==> config.mk <==
export PLATFORM = sky130hd
export DESIGN_NAME = sdw_write_core
export DESIGN_NICKNAME = d
export VERILOG_FILES = /design/src/core/sdw_pkg.sv /design/src/core/sdw_sync.sv /design/src/core/sdw_regs.sv /design/src/core/sdw_write_core.sv
export SDC_FILE = /design/constraint.sdc
export NUM_CORES = 1
export LEC_CHECK = 0
export ABC_AREA = 1
export BUFFER_PORTS_ARGS = -buffer_cell sky130_fd_sc_hd__buf_2
export CAP_MARGIN = 20
export CORE_MARGIN = 8
export CORE_UTILIZATION = 62
export CTS_CLUSTER_DIAMETER = 120
export DETAILED_ROUTE_END_ITERATION = 12
export HOLD_SLACK_MARGIN = 0.1
export PLACE_DENSITY = 0.95
export SLEW_MARGIN = 30
export SYNTH_ARGS = -nofsm -noshare
export SYNTH_HDL_FRONTEND = slang
export SYNTH_HIERARCHICAL = 1
export SYNTH_SLANG_ARGS = --single-unit
==> constraint.sdc <==
create_clock -name clk -period 6.3 [get_ports clk]
set_input_delay 0.63 -clock clk [delete_from_list [all_inputs] [get_ports clk]]
set_output_delay 0.63 -clock clk [all_outputs]
set_load 0.02 [all_outputs]
==> src/core/sdw_pkg.sv <==
// Overview of operation
// - Write latency is read latency minus one command clock cycle.
// - Write command gives bank, column and auto precharge; precharge after burst.
// - First element on first strobe rise, then one element per strobe edge.
// - After a burst with nothing pending, data lines stay undriven, extra data ignored.
// - Burst of eight without auto precharge is cut only by a write, on group boundary.
// - The interrupting write may use any bank, row and auto precharge choice.
// - Elements after the first go to successive columns in burst order.
// - Auto precharge recovery cycle count comes from a mode register field.
package sdw_pkg;
   localparam int DQ_W = 8;
   localparam int BANK_W = 3;
   localparam int COL_W = 10;
   localparam int ADDR_W = 14;
   localparam int GRP_N = 4;
   localparam int AP_BIT = 10;
   localparam int RA_W = 4;
   localparam int SYNC_W = 32;
   // Latency and interruption figures in command clock cycles
   localparam logic [3:0] LAT_OFFSET = 4'h1;
   localparam logic [3:0] INTR_AGE = 4'h2;
   localparam logic [3:0] AGE_MAX = 4'hf;
   // Register offsets
   localparam logic [RA_W-1:0] REG_CFG = 4'h0;
   localparam logic [RA_W-1:0] REG_STAT = 4'h4;
   localparam logic [RA_W-1:0] REG_GCNT = 4'h8;
   // Configuration field positions and reset values
   localparam int CFG_CAS_LSB = 0;
   localparam int CFG_ADD_LSB = 4;
   localparam int CFG_BL8_BIT = 8;
   localparam int CFG_WR_LSB = 12;
   localparam logic [2:0] CFG_CAS_RST = 3'h3;
   localparam logic [2:0] CFG_ADD_RST = 3'h0;
   localparam logic CFG_BL8_RST = 1'b0;
   localparam logic [2:0] CFG_WR_RST = 3'h3;
   // Status bit positions
   localparam int STAT_BUSY_BIT = 0;
   localparam int STAT_PEND_BIT = 1;
   localparam int STAT_AP_BIT = 2;

   typedef struct packed {
      logic ck;
      logic dqs;
      logic cs_n;
      logic ras_n;
      logic cas_n;
      logic we_n;
      logic [BANK_W-1:0] bank;
      logic [ADDR_W-1:0] addr;
      logic [DQ_W-1:0] dq;
      logic dm;
   } sdw_pin_s;

   typedef struct packed {
      logic [2:0] cas_latency;
      logic [2:0] additive_latency;
      logic bl8;
      logic [2:0] wr_cycles;
   } sdw_cfg_s;

   typedef struct packed {
      logic [BANK_W-1:0] bank;
      logic [COL_W-1:0] col;
      logic [GRP_N*DQ_W-1:0] data;
      logic [GRP_N-1:0] mask;
   } sdw_grp_s;

   typedef struct packed {
      logic busy;
      logic pend;
      logic ap_run;
      logic [15:0] grp_cnt;
   } sdw_stat_s;

   typedef enum logic [2:0] {
      SDW_IDLE = 3'b001,
      SDW_PRE = 3'b010,
      SDW_DATA = 3'b100
   } sdw_phase_e;
endpackage

==> src/core/sdw_sync.sv <==
`timescale 1ns/1ps
module sdw_sync #(
   parameter int W = 32
) (
   input wire logic clk,
   input wire logic srst,
   input wire logic [W-1:0] d,
   output logic [W-1:0] q
);
   typedef struct packed {
      logic [W-1:0] s1;
      logic [W-1:0] s2;
      logic [W-1:0] s3;
      logic [W-1:0] stb;
   } sdw_sync_s;

   sdw_sync_s st_r;
   sdw_sync_s st_nxt;

   // Three stages; a bit changes once stages two and three agree
   always_comb begin
      st_nxt = st_r;
      st_nxt.s1 = d;
      st_nxt.s2 = st_r.s1;
      st_nxt.s3 = st_r.s2;
      st_nxt.stb = ((st_r.s2 ~^ st_r.s3) & st_r.s3) | ((st_r.s2 ^ st_r.s3) & st_r.stb);
   end

   always_ff @(posedge clk) begin
      if (srst) begin
         st_r <= '0;
      end else begin
         st_r <= st_nxt;
      end
   end

   assign q = st_r.stb;
endmodule

==> src/core/sdw_regs.sv <==
`timescale 1ns/1ps
module sdw_regs
   import sdw_pkg::*;
(
   input wire logic clk,
   input wire logic srst,
   input wire logic [sdw_pkg::RA_W-1:0] reg_addr,
   input wire logic [31:0] reg_wdata,
   input wire logic reg_wr,
   input wire logic reg_rd,
   output logic [31:0] reg_rdata,
   output sdw_pkg::sdw_cfg_s cfg,
   input sdw_pkg::sdw_stat_s stat
);
   typedef struct packed {
      sdw_cfg_s cfg;
      logic [31:0] rdata;
   } sdw_regs_s;

   sdw_regs_s st_r;
   sdw_regs_s st_nxt;

   // Configuration write and one-cycle read answer
   always_comb begin
      st_nxt = st_r;
      st_nxt.rdata = '0;
      if (reg_wr && reg_addr == REG_CFG) begin
         st_nxt.cfg.cas_latency = reg_wdata[CFG_CAS_LSB +: 3];
         st_nxt.cfg.additive_latency = reg_wdata[CFG_ADD_LSB +: 3];
         st_nxt.cfg.bl8 = reg_wdata[CFG_BL8_BIT];
         st_nxt.cfg.wr_cycles = reg_wdata[CFG_WR_LSB +: 3];
      end
      if (reg_rd) begin
         unique case (reg_addr)
            REG_CFG: begin
               st_nxt.rdata[CFG_CAS_LSB +: 3] = st_r.cfg.cas_latency;
               st_nxt.rdata[CFG_ADD_LSB +: 3] = st_r.cfg.additive_latency;
               st_nxt.rdata[CFG_BL8_BIT] = st_r.cfg.bl8;
               st_nxt.rdata[CFG_WR_LSB +: 3] = st_r.cfg.wr_cycles;
            end
            REG_STAT: begin
               st_nxt.rdata[STAT_BUSY_BIT] = stat.busy;
               st_nxt.rdata[STAT_PEND_BIT] = stat.pend;
               st_nxt.rdata[STAT_AP_BIT] = stat.ap_run;
            end
            REG_GCNT: begin
               st_nxt.rdata[15:0] = stat.grp_cnt;
            end
            default: begin
               st_nxt.rdata = '0;
            end
         endcase
      end
   end

   always_ff @(posedge clk) begin
      if (srst) begin
         st_r.cfg.cas_latency <= CFG_CAS_RST;
         st_r.cfg.additive_latency <= CFG_ADD_RST;
         st_r.cfg.bl8 <= CFG_BL8_RST;
         st_r.cfg.wr_cycles <= CFG_WR_RST;
         st_r.rdata <= '0;
      end else begin
         st_r <= st_nxt;
      end
   end

   assign cfg = st_r.cfg;
   assign reg_rdata = st_r.rdata;

   // Recovery field written by software lands unchanged
   property p_wr_field;
      @(posedge clk) disable iff (srst)
      (reg_wr && reg_addr == REG_CFG) |=> cfg.wr_cycles == $past(reg_wdata[CFG_WR_LSB +: 3]);
   endproperty
   a_wr_field: assert property (p_wr_field) else $error("recovery field not stored");

   // Unmapped reads answer zero
   property p_rd_unmapped;
      @(posedge clk) disable iff (srst)
      (reg_rd && reg_addr != REG_CFG && reg_addr != REG_STAT && reg_addr != REG_GCNT)
         |=> reg_rdata == 32'h0;
   endproperty
   a_rd_unmapped: assert property (p_rd_unmapped) else $error("unmapped read not zero");
endmodule

==> src/core/sdw_write_core.sv <==
// Chosen here: the address-and-strobe port and the register offsets.
`timescale 1ns/1ps
module sdw_write_core
   import sdw_pkg::*;
(
   input wire logic clk,
   input wire logic srst,
   input sdw_pkg::sdw_pin_s pins,
   output logic [sdw_pkg::DQ_W-1:0] dq_out,
   output logic dq_oe,
   input wire logic [sdw_pkg::RA_W-1:0] reg_addr,
   input wire logic [31:0] reg_wdata,
   input wire logic reg_wr,
   input wire logic reg_rd,
   output logic [31:0] reg_rdata,
   output sdw_pkg::sdw_grp_s commit,
   output logic commit_valid,
   output logic precharge_valid,
   output logic [sdw_pkg::BANK_W-1:0] precharge_bank
);
   typedef struct packed {
      sdw_phase_e phase;
      logic ck_q;
      logic dqs_q;
      logic [3:0] age;
      logic [3:0] elem;
      logic [BANK_W-1:0] bank;
      logic [COL_W-1:0] col;
      logic ap;
      logic bl8;
      logic trunc;
      logic pend;
      logic [BANK_W-1:0] pbank;
      logic [COL_W-1:0] pcol;
      logic pap;
      logic [3:0] page;
      logic [(GRP_N-1)*DQ_W-1:0] gdata;
      logic [GRP_N-2:0] gmask;
      logic ap_run;
      logic [BANK_W-1:0] ap_bank;
      logic [3:0] ap_cnt;
      sdw_grp_s commit;
      logic commit_v;
      logic pre_v;
      logic [BANK_W-1:0] pre_bank;
      logic [15:0] grp_cnt;
   } sdw_core_s;

   sdw_core_s st_r;
   sdw_core_s st_nxt;
   sdw_pin_s pin;
   sdw_cfg_s cfg;
   sdw_stat_s stat;
   logic ck_rise;
   logic dqs_rise;
   logic dqs_edge;
   logic wr_cmd;
   logic [3:0] write_latency;
   logic lat_reached;
   logic last;

   // All pins cross into the core clock together
   sdw_sync #(
      .W(SYNC_W)
   ) u_sync (
      .clk(clk),
      .srst(srst),
      .d(pins),
      .q(pin)
   );

   // Software-visible configuration and status
   sdw_regs u_regs (
      .clk(clk),
      .srst(srst),
      .reg_addr(reg_addr),
      .reg_wdata(reg_wdata),
      .reg_wr(reg_wr),
      .reg_rd(reg_rd),
      .reg_rdata(reg_rdata),
      .cfg(cfg),
      .stat(stat)
   );

   // Edges of the command clock and the strobe
   assign ck_rise = pin.ck & ~st_r.ck_q;
   assign dqs_rise = pin.dqs & ~st_r.dqs_q;
   assign dqs_edge = pin.dqs ^ st_r.dqs_q;
   assign wr_cmd = ~pin.cs_n & pin.ras_n & ~pin.cas_n & ~pin.we_n;

   // Write latency from read latency
   assign write_latency = {1'b0, cfg.cas_latency} + {1'b0, cfg.additive_latency}
      - LAT_OFFSET;
   assign lat_reached = (st_r.age + 4'h1) >= write_latency;

   // Main write-burst sequencer
   always_comb begin
      st_nxt = st_r;
      last = 1'b0;
      st_nxt.commit_v = 1'b0;
      st_nxt.pre_v = 1'b0;
      st_nxt.ck_q = pin.ck;
      st_nxt.dqs_q = pin.dqs;
      if (ck_rise) begin
         // Age of the running and pending commands in clock cycles
         if (st_r.phase != SDW_IDLE && st_r.age != AGE_MAX) begin
            st_nxt.age = st_r.age + 4'h1;
         end
         if (st_r.pend && st_r.page != AGE_MAX) begin
            st_nxt.page = st_r.page + 4'h1;
         end
         // Auto precharge recovery countdown
         if (st_r.ap_run) begin
            if (st_r.ap_cnt <= 4'h1) begin
               st_nxt.ap_run = 1'b0;
               st_nxt.pre_v = 1'b1;
               st_nxt.pre_bank = st_r.ap_bank;
            end else begin
               st_nxt.ap_cnt = st_r.ap_cnt - 4'h1;
            end
         end
         if (wr_cmd) begin
            if (st_r.phase == SDW_IDLE) begin
               // Fresh burst: latch bank, column, precharge choice
               st_nxt.phase = SDW_PRE;
               st_nxt.age = 4'h0;
               st_nxt.elem = 4'h0;
               st_nxt.trunc = 1'b0;
               st_nxt.bank = pin.bank;
               st_nxt.col = pin.addr[COL_W-1:0];
               st_nxt.ap = pin.addr[AP_BIT];
               st_nxt.bl8 = cfg.bl8;
            end else if (!st_r.pend) begin
               // Next write queued; any bank, any precharge choice
               st_nxt.pend = 1'b1;
               st_nxt.page = 4'h0;
               st_nxt.pbank = pin.bank;
               st_nxt.pcol = pin.addr[COL_W-1:0];
               st_nxt.pap = pin.addr[AP_BIT];
               // Cut at the group boundary only for eight, no precharge
               if (st_r.bl8 && !st_r.ap && st_nxt.age == INTR_AGE) begin
                  st_nxt.trunc = 1'b1;
               end
            end
         end
      end
      // Capture on strobe edges; preamble and idle edges are ignored
      if (dqs_edge && (st_r.phase == SDW_DATA ||
          (st_r.phase == SDW_PRE && dqs_rise && lat_reached))) begin
         st_nxt.phase = SDW_DATA;
         st_nxt.elem = st_r.elem + 4'h1;
         if (st_r.elem[1:0] != 2'h3) begin
            st_nxt.gdata[{st_r.elem[1:0], 3'b000} +: DQ_W] = pin.dq;
            st_nxt.gmask[st_r.elem[1:0]] = pin.dm;
         end else begin
            // Group of four complete: commit to the open row
            st_nxt.commit_v = 1'b1;
            st_nxt.grp_cnt = st_r.grp_cnt + 16'h1;
            st_nxt.commit.bank = st_r.bank;
            st_nxt.commit.col = {st_r.col[COL_W-1:3], st_r.col[2] ^ st_r.elem[2],
                                 st_r.col[1:0]};
            st_nxt.commit.data = {pin.dq, st_r.gdata};
            st_nxt.commit.mask = {pin.dm, st_r.gmask};
            last = !st_r.bl8 || st_nxt.trunc || st_r.elem[2];
         end
         if (last) begin
            // Burst end: arm precharge, then start pending or go idle
            if (st_r.ap && !st_nxt.trunc) begin
               st_nxt.ap_run = 1'b1;
               st_nxt.ap_cnt = {1'b0, cfg.wr_cycles};
               st_nxt.ap_bank = st_r.bank;
            end
            st_nxt.elem = 4'h0;
            st_nxt.trunc = 1'b0;
            if (st_nxt.pend) begin
               st_nxt.phase = SDW_PRE;
               st_nxt.pend = 1'b0;
               st_nxt.age = st_nxt.page;
               st_nxt.bank = st_nxt.pbank;
               st_nxt.col = st_nxt.pcol;
               st_nxt.ap = st_nxt.pap;
               st_nxt.bl8 = cfg.bl8;
            end else begin
               st_nxt.phase = SDW_IDLE;
               st_nxt.age = 4'h0;
            end
         end
      end
   end

   always_ff @(posedge clk) begin
      if (srst) begin
         st_r <= '0;
         st_r.phase <= SDW_IDLE;
      end else begin
         st_r <= st_nxt;
      end
   end

   // Outputs and status
   assign commit = st_r.commit;
   assign commit_valid = st_r.commit_v;
   assign precharge_valid = st_r.pre_v;
   assign precharge_bank = st_r.pre_bank;
   assign dq_out = '0;
   assign dq_oe = 1'b0;
   assign stat = '{busy: st_r.phase != SDW_IDLE, pend: st_r.pend, ap_run: st_r.ap_run,
                   grp_cnt: st_r.grp_cnt};

   // First element no earlier than one cycle before write latency
   property p_first_latency;
      @(posedge clk) disable iff (srst)
      (st_r.phase == SDW_PRE && st_nxt.phase == SDW_DATA)
         |-> (st_r.age + 4'h1 >= write_latency) && dqs_rise;
   endproperty
   a_first_latency: assert property (p_first_latency) else $error("early first element");

   // Precharge arms with the burst's own bank
   property p_ap_bank;
      @(posedge clk) disable iff (srst)
      $rose(st_r.ap_run) |-> st_r.ap_bank == $past(st_r.bank) && $past(st_r.ap);
   endproperty
   a_ap_bank: assert property (p_ap_bank) else $error("precharge bank wrong");

   // Commit follows the fourth captured strobe edge
   property p_group_four;
      @(posedge clk) disable iff (srst)
      commit_valid |-> $past(st_r.elem[1:0]) == 2'h3 && $past(dqs_edge);
   endproperty
   a_group_four: assert property (p_group_four) else $error("commit not on fourth element");

   // Idle core ignores strobe and data
   property p_idle_quiet;
      @(posedge clk) disable iff (srst)
      (st_r.phase == SDW_IDLE) |=> !commit_valid && st_r.elem == 4'h0;
   endproperty
   a_idle_quiet: assert property (p_idle_quiet) else $error("data taken while idle");

   // Truncation only for eight, no precharge, second cycle
   property p_trunc_only;
      @(posedge clk) disable iff (srst)
      $rose(st_r.trunc) |-> st_r.bl8 && !st_r.ap && st_r.age == INTR_AGE && st_r.pend;
   endproperty
   a_trunc_only: assert property (p_trunc_only) else $error("illegal truncation");

   // Pending write takes over with its own bank and choice
   property p_switch;
      @(posedge clk) disable iff (srst)
      (st_r.phase == SDW_DATA && st_nxt.phase == SDW_PRE)
         |=> st_r.bank == $past(st_r.pbank) && st_r.ap == $past(st_r.pap);
   endproperty
   a_switch: assert property (p_switch) else $error("pending write lost");

   // Second group of eight goes to the other column half
   property p_col_order;
      @(posedge clk) disable iff (srst)
      (commit_valid && $past(st_r.elem[2])) |-> commit.col[2] != $past(st_r.col[2]);
   endproperty
   a_col_order: assert property (p_col_order) else $error("column order wrong");

   // Precharge fires only when the recovery count runs out
   property p_pre_cnt;
      @(posedge clk) disable iff (srst)
      precharge_valid |-> $past(st_r.ap_cnt) <= 4'h1 && $past(ck_rise) && !st_r.ap_run;
   endproperty
   a_pre_cnt: assert property (p_pre_cnt) else $error("precharge before recovery");

   // Commit data carries the element seen on the closing edge
   property p_commit_data;
      @(posedge clk) disable iff (srst)
      commit_valid |-> commit.data[GRP_N*DQ_W-1 -: DQ_W] == $past(pin.dq);
   endproperty
   a_commit_data: assert property (p_commit_data) else $error("group data wrong");
endmodule

==> out/qor.csv, run 1 <==
metric,value,unit
GRT overflow,0,
Core Area,19500,um^2
"Min Clock Period, post-route",3.64,ns
Max IR drop VDD,0.213,mV
post-synthesis cell count,1558,
Final Hold Viols,0,
Post-DRT Antenna Nets,0,
Setup Crit Path Kind,flop to flop,
Synth Cell Area,12300,um^2
Total Wirelength,25100,um
share of cells above drive strength 1,0.117,
flop2flop setup slack,2.66,ns
setup TNS,0,ns
CTS tree,built,
# setup viols final,0,
DR WL/cell,13.5,um
worst-path fanout max,60,
Ports,167,
# H-tree levels,1,
relative slew slack,0.556,
post-CTS setup buffer count,0,
Util after Layout,0.675,
"Reg clk slew, reported paths",0.06,ns
Max Cap Violations,0,
leak pwr,6.13,nW
fin crit share,0.578,
Final nets,1692,
Avg Inst Size Synth,7.92,um^2
Die Footprint,24700,um^2
vias in the first global route,8763,
die width,157,um
first-pass GRT wire length,40000,um
Sink Count,294,
reg2reg path depth,19,
Max Slew Vio Count,0,
clk buf depth,3,
Hold Crit Class,input port to flop,
RSZ-0062 raised after global routing,false,
Hold Buf Count CTS,0,
Root Driver,clkbuf_16,
TritonRoute pass-1 iters,6,
Max Clk Rate,0.274,GHz
Site Rows,51,
"Power, Total",3.72,mW
via-per-instance ratio,5.08,
placed insts,1804,
Startpoint Class,flop,
end of the worst hold path,u_regs/cfg[0]$_SDFFE_PP1P_,
antenna violations before repair,0,
initial core utilization,0.632,
total track usage,0.193,
DP HPWL,17000,um
PwrDens,282,nW/um^2
Critical Path End Type,flop,
reg2reg start,u_regs/cfg[5]$_SDFFE_PP0P_,
status,finished clean,
largest net degree at the start of global routing,72,
Worst Max-Slew Pin Slew,0.663,ns
post-route insts no fill,1853,
die height,157,um
Placer Congestion,0.864,
Buffers on Ports,116,
CP arrival,4.07,ns
"Clk Latency, worst-skew pair",0.54,ns
Worst EP required,6.73,ns
Clock Skew,0.0197,ns
initial drt markers,703,
DRC viols,0,
CTS buffer count,28,
Post-CTS Resized,0,
FF-to-FF End,st_r[4]$_SDFFE_PP0P_,
hold_sp,reg_wdata[12],
ANT cells,0,
DR vias,9422,
P&R area growth vs syn,6.79,%
synth warn,6,
worst hold path depth,3,
[how the worst max path moves through the flow]
stage | from | endpoint | slack (ns) | depth (start not counted)
detailed placement | u_regs/cfg[5]$_SDFFE_PP0P_ | st_r[4]$_SDFFE_PP0P_ | 2.71 | 19
CTS | u_regs/cfg[5]$_SDFFE_PP0P_ | st_r[4]$_SDFFE_PP0P_ | 2.69 | 19
global placement | u_regs/cfg[5]$_SDFFE_PP0P_ | st_r[4]$_SDFFE_PP0P_ | 2.48 | 19
global route | u_regs/cfg[5]$_SDFFE_PP0P_ | st_r[4]$_SDFFE_PP0P_ | 2.49 | 19
floorplan | u_regs/cfg[5]$_SDFFE_PP0P_ | commit[41]$_SDFFE_PP0P_ | 3.37 | 19
finish | u_regs/cfg[5]$_SDFFE_PP0P_ | st_r[4]$_SDFFE_PP0P_ | 2.66 | 19
[through the flow]
step	cell area (um^2)	setup WS [ns]	hold slack [ns]
2_1_floorplan	12400	3.37	0.388
3_3_place_gp	12200	2.48	0.390
3_5_place_dp	12200	2.71	0.393
4_1_cts	13200	2.69	0.286
5_1_grt	13200	2.49	0.291
6_report	13200	2.66	0.294
[layout by cell type, fill, tap and decap left out, drive strengths merged]
cell type and count:
dfxtp 294, inv 261, nand2 226, nor2 199, buf 121, nand3 104, o21ai 103, a21oi 94
ha 50, clkbuf 41, conb 25, mux2i 13, nor3 12, nand4 9, xor2 8, clkinv 6
bufinv 4, a211oi 3, xnor2 3, nand3b 2, nor4 2, nor3b 2, o21bai 1, a211o 1
o211ai 1, a221oi 1, a31oi 1, fa 1
[layout make-up]
type | count | area, um^2
clock buffer | 41 | 801
multi-input combinational | 861 | 4410
sequential | 294 | 5890
inverter | 263 | 992
timing repair buffer | 121 | 624
fill | 1503 | 6350
clock inverter | 8 | 140
tap | 265 | 332
[registers in the layout (all words and copies together) (netlist names)]
signal / count
commit: 49
commit_valid: 1
precharge_bank: 3
precharge_valid: 1
st_r: 98
u_regs/cfg: 10
u_regs/reg_rdata: 16
u_sync/q: 29
u_sync/st_nxt: 58
u_sync/st_r: 29
[routing by layer]
metal / part of all wire / vias to the layer above / wire, um / track usage
met5: 0 / - / 0 / 0
met4: 0.024 / 0 / 605 / 0.0598
met3: 0.076 / 48 / 1900 / 0.0343
met2: 0.48 / 362 / 12000 / 0.337
met1: 0.42 / 4303 / 10600 / 0.239
li1: - / 4709 / - / -
[power by group]
group          internal (mW)  leakage [nW]  switching (mW)  total, mW
sequential              1.88          2.38          0.0107       1.89
clock                   1.04         0.462           0.670       1.71
combinational         0.0336          3.28          0.0795      0.113
total                   2.96          6.13           0.760       3.72
[worst max-delay path, cell delays in order, from the launching register on]
cell	delay (ns)
dfxtp_1	0.36
inv_1	0.06
ha_1	0.28
inv_1	0.06
ha_1	0.13
inv_1	0.05
fa_1	0.37
xor2_1	0.17
ha_1	0.32
nand4_1	0.10
nand3_1	0.12
nand2_1	0.06
nand2_1	0.07
nand2_2	0.13
inv_1	0.18
nand2_4	0.38
nor3_1	0.42
nand3_1	0.14
nand2_1	0.08
nor2_1	0.04
(Power assumes the default switching activity.)
==> run 2: changes to the inputs <==
--- a/config.mk
+++ b/config.mk
@@ -9,11 +9,11 @@
 export BUFFER_PORTS_ARGS = -buffer_cell sky130_fd_sc_hd__buf_2
 export CAP_MARGIN = 20
 export CORE_MARGIN = 8
-export CORE_UTILIZATION = 62
+export CORE_UTILIZATION = 58
 export CTS_CLUSTER_DIAMETER = 120
 export DETAILED_ROUTE_END_ITERATION = 12
 export HOLD_SLACK_MARGIN = 0.1
-export PLACE_DENSITY = 0.95
+export PLACE_DENSITY = 0.9
 export SLEW_MARGIN = 30
 export SYNTH_ARGS = -nofsm -noshare
 export SYNTH_HDL_FRONTEND = slang
==> constraint.sdc (replaced) <==
create_clock -name clk -period 3.4 [get_ports clk]
set_input_delay 0.34 -clock clk [delete_from_list [all_inputs] [get_ports clk]]
set_output_delay 0.34 -clock clk [all_outputs]
set_load 0.02 [all_outputs]
==> out/qor.csv, run 2 (synthesis gave the netlist of run 1 again) <==
metric,value,unit,change
total track usage,0.191,,-0.00260
Placement Setup Slack,0.0689,ns,-2.64 ns
Setup Crit Path Kind,flop to flop,,
Startpoint Class,flop,,
via-per-instance ratio,4.96,,-2.4%
most frequent cells in the layout,"292 x dfxtp_1, 255 x inv_1, 216 x nand2_1",,
final setup margin,0.216,ns,-2.44 ns
leak pwr,6.41,nW,+4.6%
Max Slew Vio Count,0,,unchanged
Clock Skew,0.0112,ns,-0.00848 ns
Final Hold Viols,0,,unchanged
largest reg by FF count,st_r,,
worst-path fanout max,24,,-60%
max reg flops,98,,unchanged
# setup viols final,0,,unchanged
"most common cell after layout, fill and taps aside",dfxtp_1,,
"Clk Latency, worst-skew pair",0.54,ns,about the same
DP Area,12300,um^2,+0.71%
CP arrival,3.64,ns,-0.43 ns
PwrDens,511,nW/um^2,+81%
largest net degree at the start of global routing,71,,-1.4%
Critical Path End Type,flop,,
first-pass GRT wire length,42800,um,+6.9%
DRC viols,0,,unchanged
relative slew slack,0.523,,-0.0337
Sink Count,294,,unchanged
Site Rows,53,,+3.9%
Finished Cell Area,13800,um^2,+4.8%
Core Area,21000,um^2,+7.3%
"Power, Total",7.06,mW,+90%
Worst EP required,3.86,ns,-2.87 ns
Max Clk Rate,0.314,GHz,+14%
Buffers on Ports,116,,unchanged
CTS tree,built,,
die width,162,um,+3.0%
Root Driver,clkbuf_16,,
initial drt markers,615,,-13%
die height,162,um,+3.0%
P&R area growth vs syn,11.9,%,
clk buf depth,3,,unchanged
Worst Max-Slew Pin Slew,0.716,ns,+0.0530 ns
antenna violations before repair,0,,unchanged
Ports,167,,unchanged
initial core utilization,0.589,,-0.0431
share of cells above drive strength 1,0.130,,+0.0130
GRT overflow,0,,unchanged
vias in the first global route,9244,,+5.5%
Max Cap Violations,0,,unchanged
# H-tree levels,1,,unchanged
TritonRoute pass-1 iters,5,,-1
Die Footprint,26200,um^2,+6.2%
Post-DRT Antenna Nets,0,,unchanged
CTS buffer count,29,,+3.6%
DP HPWL,17300,um,+1.5%
Total Wirelength,25800,um,+2.8%
Placer Congestion,0.893,,+3.3%
Max IR drop VDD,0.442,mV,+110%
"Min Clock Period, post-route",3.18,ns,-0.460 ns
Final nets,1745,,+3.1%
Hold Crit Class,input port to flop,,
fin crit share,0.936,,+0.358
DR WL/cell,13.4,um,-0.77%
status,finished clean,,
"Reg clk slew, reported paths",0.06,ns,about the same
filler instances,1663,,+11%
DR vias,9523,,+1.1%
ANT cells,0,,unchanged
run 2: routing by layer:
| metal | track usage | vias to the layer above | wire, um | share of wire |
|---|---|---|---|---|
| li1 | - | 4815 | - | - |
| met1 | 0.223 | 4361 | 10700 | 0.41 |
| met2 | 0.344 | 293 | 12900 | 0.50 |
| met3 | 0.0332 | 54 | 1510 | 0.058 |
| met4 | 0.0669 | 0 | 692 | 0.027 |
| met5 | 0 | - | 0 | 0 |
run 2: per-stage QoR:
stage	hold WS, ns	TNS (ns)	cells	utilization
after floorplan	0.388	0	1581	-
after CTS	0.138	0	1916	0.655
after detailed placement	0.394	0	1824	0.588
final	0.162	0	1919	0.659
after global routing	0.158	-0.00874	1919	0.659
after global placement	0.390	0	1824	0.588
run 2: worst paths after layout:
kind | slack [ns] | endpoint | cells after the start | from
worst max register to register | 0.22 | commit[37]$_SDFFE_PP0P_ | 18 | u_regs/cfg[5]$_SDFFE_PP0P_
worst min-delay path | 0.16 | st_r[149]$_SDFF_PP0_ | 2 | srst
worst min register to register | 0.39 | u_sync/st_nxt[58]$_SDFF_PP0_ | 2 | u_sync/st_nxt[90]$_SDFF_PP0_
worst max-delay path | 0.22 | commit[37]$_SDFFE_PP0P_ | 18 | u_regs/cfg[5]$_SDFFE_PP0P_
run 2: area by class of cell:
cell class	count	area, um^2	share of cell area
clock buffer	44	872	0.0631
clock inverter	9	144	0.0104
inverter	263	1000	0.0724
multi-input combinational	861	4430	0.321
sequential	294	5890	0.426
tap	275	344	0.0249
timing repair buffer	173	1140	0.0822
run 2: repair_timing:
item / 4_1_cts / 5_1_grt
hold endpoints to repair: 39 / 0
setup buffers: 0 / 2
hold buffers: 39 / 0
endpoints found under the setup margin: 0 / 89
gates resized for setup: 0 / 17
run 2: worst max-delay path, stage by stage, from the launching register on:
cell,delay (ns)
dfxtp_2,0.34
inv_1,0.05
ha_1,0.28
inv_1,0.06
ha_1,0.14
inv_1,0.05
fa_1,0.37
xor2_1,0.18
ha_1,0.34
a21oi_1,0.18
nand3_1,0.12
nand2_1,0.09
nand2_2,0.06
nand2_4,0.13
inv_1,0.11
nand2_4,0.15
buf_6,0.23
nand3_1,0.11
o21ai_0,0.12
run 2: power breakdown:
part	internal [mW]	switching [mW]
clock network	2.00	1.30
registers	3.49	0.0196
logic	0.0926	0.153
total	5.59	1.48
==> run 3: changes to the inputs <==
--- a/config.mk
+++ b/config.mk
@@ -8,12 +8,14 @@
 export ABC_AREA = 1
 export BUFFER_PORTS_ARGS = -buffer_cell sky130_fd_sc_hd__buf_2
 export CAP_MARGIN = 20
+export CORE_ASPECT_RATIO = 1.25
 export CORE_MARGIN = 8
 export CORE_UTILIZATION = 58
 export CTS_CLUSTER_DIAMETER = 120
 export DETAILED_ROUTE_END_ITERATION = 12
 export HOLD_SLACK_MARGIN = 0.1
 export PLACE_DENSITY = 0.9
+export RECOVER_POWER = 100
 export SLEW_MARGIN = 30
 export SYNTH_ARGS = -nofsm -noshare
 export SYNTH_HDL_FRONTEND = slang
==> out/qor.csv, run 3 (synthesis gave the netlist of run 1 again) <==
metric,value,unit,change
ANT cells,0,,unchanged
placed insts,1818,,-0.33%
DR vias,9460,,-0.66%
crit path buf inv count,5,,unchanged
"Power, Total",6.77,mW,-4.2%
first-pass GRT wire length,41300,um,-3.5%
largest reg by FF count,st_r,,
DRC viols,0,,unchanged
CP cell instances,inv_1 -> ha_1 -> inv_1 -> ha_1 -> inv_1 -> fa_1 -> xor2_1 -> ha_1 -> a21oi_1 -> nand3_1 -> nand2_1 -> nand2_1 -> nand2_4 -> inv_1 -> nand2_4 -> buf_12 -> nand3_1 -> o21ai_0,,
Max Cap Violations,1,,+1
largest stage delay on the critical path,0.37,ns,about the same
Critical Path End Type,flop,,
status,finished with violations,,
leak pwr,6.04,nW,-5.8%
Worst Max-Slew Pin Slew,2.66,ns,+1.94 ns
post-route insts no fill,1909,,-0.52%
Startpoint Class,flop,,
vias in the first global route,9195,,-0.53%
Die Footprint,26200,um^2,+0.11%
die width,146,um,-9.5%
total track usage,0.185,,-0.00573
Ports,167,,unchanged
P&R area growth vs syn,9.87,%,
Root Driver,clkbuf_16,,
clk buf depth,3,,unchanged
worst-path fanout max,24,,unchanged
"Min Clock Period, post-route",3.18,ns,-0.00115 ns
DP Area,12300,um^2,-0.11%
Total Wirelength,25000,um,-3.2%
Final Hold Viols,0,,unchanged
DR WL/cell,13.1,um,-2.7%
Finished Cell Area,13600,um^2,-1.8%
# H-tree levels,1,,unchanged
initial drt markers,610,,-0.81%
reg2reg start,u_regs/cfg[5]$_SDFFE_PP0P_,,
Setup Crit Path Kind,flop to flop,,
Placer Congestion,0.905,,+1.4%
"Reg clk slew, reported paths",0.06,ns,about the same
"most common cell after layout, fill and taps aside",dfxtp_1,,
Sink Count,294,,unchanged
Core Area,20900,um^2,-0.30%
max reg flops,98,,unchanged
crit path max-delay cell type,fa_1,,
most frequent cells in the layout,"294 x dfxtp_1, 257 x inv_1, 216 x nand2_1",,
"CP delay by family, top",adder cells,,
Max Clk Rate,0.314,GHz,about the same
Hold Crit Class,input port to flop,,
fin crit share,0.936,,about the same
GRT overflow,0,,unchanged
Site Rows,59,,+11%
Final nets,1740,,-0.29%
failing checks,"capacitance limit, slew limit",,
DP HPWL,16800,um,-2.9%
Clock Skew,0.00803,ns,-0.00316 ns
hold_sp,srst,,
PwrDens,499,nW/um^2,-2.4%
antenna violations before repair,0,,unchanged
Max Slew Vio Count,142,,+142
Buffers on Ports,116,,unchanged
CTS buffer count,27,,-6.9%
CTS tree,built,,
Util after Layout,0.649,,-0.0101
CP dominant cell by count,inv_1,,
Post-DRT Antenna Nets,0,,unchanged
Max IR drop VDD,0.345,mV,-22%
share of cells above drive strength 1,0.0765,,-0.0537
TritonRoute pass-1 iters,7,,+2
# setup viols final,0,,unchanged
Worst EP required,3.83,ns,-0.03 ns
CP startpoint,u_regs/cfg[5]$_SDFFE_PP0P_,,
CP arrival,3.61,ns,-0.03 ns
"Clk Latency, worst-skew pair",0.53,ns,about the same
relative slew slack,-0.772,,-1.29
largest net degree at the start of global routing,142,,+100%
via-per-instance ratio,4.96,,-0.14%
initial core utilization,0.591,,+0.00180
die height,179,um,+11%
[run 3: changes by cell type in the layout (fill, tap and decap cells not counted), moves of 2 or more]
cell	change
dfxtp_2	-2
clkbuf_1	+70
buf_12	+2
nor2_2	-3
inv_1	+2
inv_2	-2
clkinvlp_4	+2
buf_4	-4
dfxtp_1	+2
buf_2	-72
buf_6	-4
nor2_1	+4
[run 3: report_power, final]
part / switching (mW) / internal [mW] / leakage [nW]
Clock: 1.24 / 1.78 / 0.438
Sequential: 0.0184 / 3.49 / 2.38
Combinational: 0.149 / 0.0919 / 3.22
Total: 1.41 / 5.36 / 6.04
[run 3: cell type report]
type / instances / area, um^2
fillers: 1699 / 7330
flip-flops and latches: 294 / 5890
multi-input cells: 861 / 4400
repair buffers: 170 / 1040
inverters: 263 / 990
clock buffers: 38 / 797
well taps: 274 / 343
clock inverters: 9 / 103
[run 3: timing repair]
item | 4_1_cts | 5_1_grt
hold buffers | 39 | 0
buffers inserted | 0 | 4
hold endpoints to repair | 39 | 0
setup endpoints to repair | 0 | 76
gates resized for setup | 0 | 7
[run 3: worst paths after layout]
path	depth (start not counted)	to	slack, ns
worst min-delay path	2	st_r[11]$_SDFFE_PP0P_	0.13
worst max-delay path	18	commit[17]$_SDFFE_PP0P_	0.22
worst max register to register	18	commit[17]$_SDFFE_PP0P_	0.22
worst min register to register	2	u_sync/st_nxt[44]$_SDFF_PP0_	0.39
[run 3: per-layer routing]
metal  vias to the layer above  global-route usage  wire [um]
li1                       4810                   -          -
met2                       308               0.340      12400
met1                      4279               0.205      10300
met4                         0              0.0783        816
met5                         -                   0          0
met3                        63              0.0364       1460
[run 3: stage by stage]
stage / hold WS, ns / TNS, ns / setup WS [ns]
floorplan: 0.388 / 0 / 0.468
global placement: 0.392 / 0 / 0.204
detailed placement: 0.393 / 0 / 0.114
CTS: 0.123 / 0 / 0.0312
global route: 0.124 / -0.0107 / -0.00815
finish: 0.134 / 0 / 0.217
[run 3: worst register-to-register path, delay by kind of cell, from the launching register on]
family / cells / cell delay, ns
buffers and inverters: 5 / 0.48
AO/OA/AOI/OAI: 2 / 0.29
XOR/XNOR: 1 / 0.18
flip-flops: 1 / 0.35
adder cells (fa/ha/maj): 4 / 1.09
AND/OR/NAND/NOR: 6 / 0.70
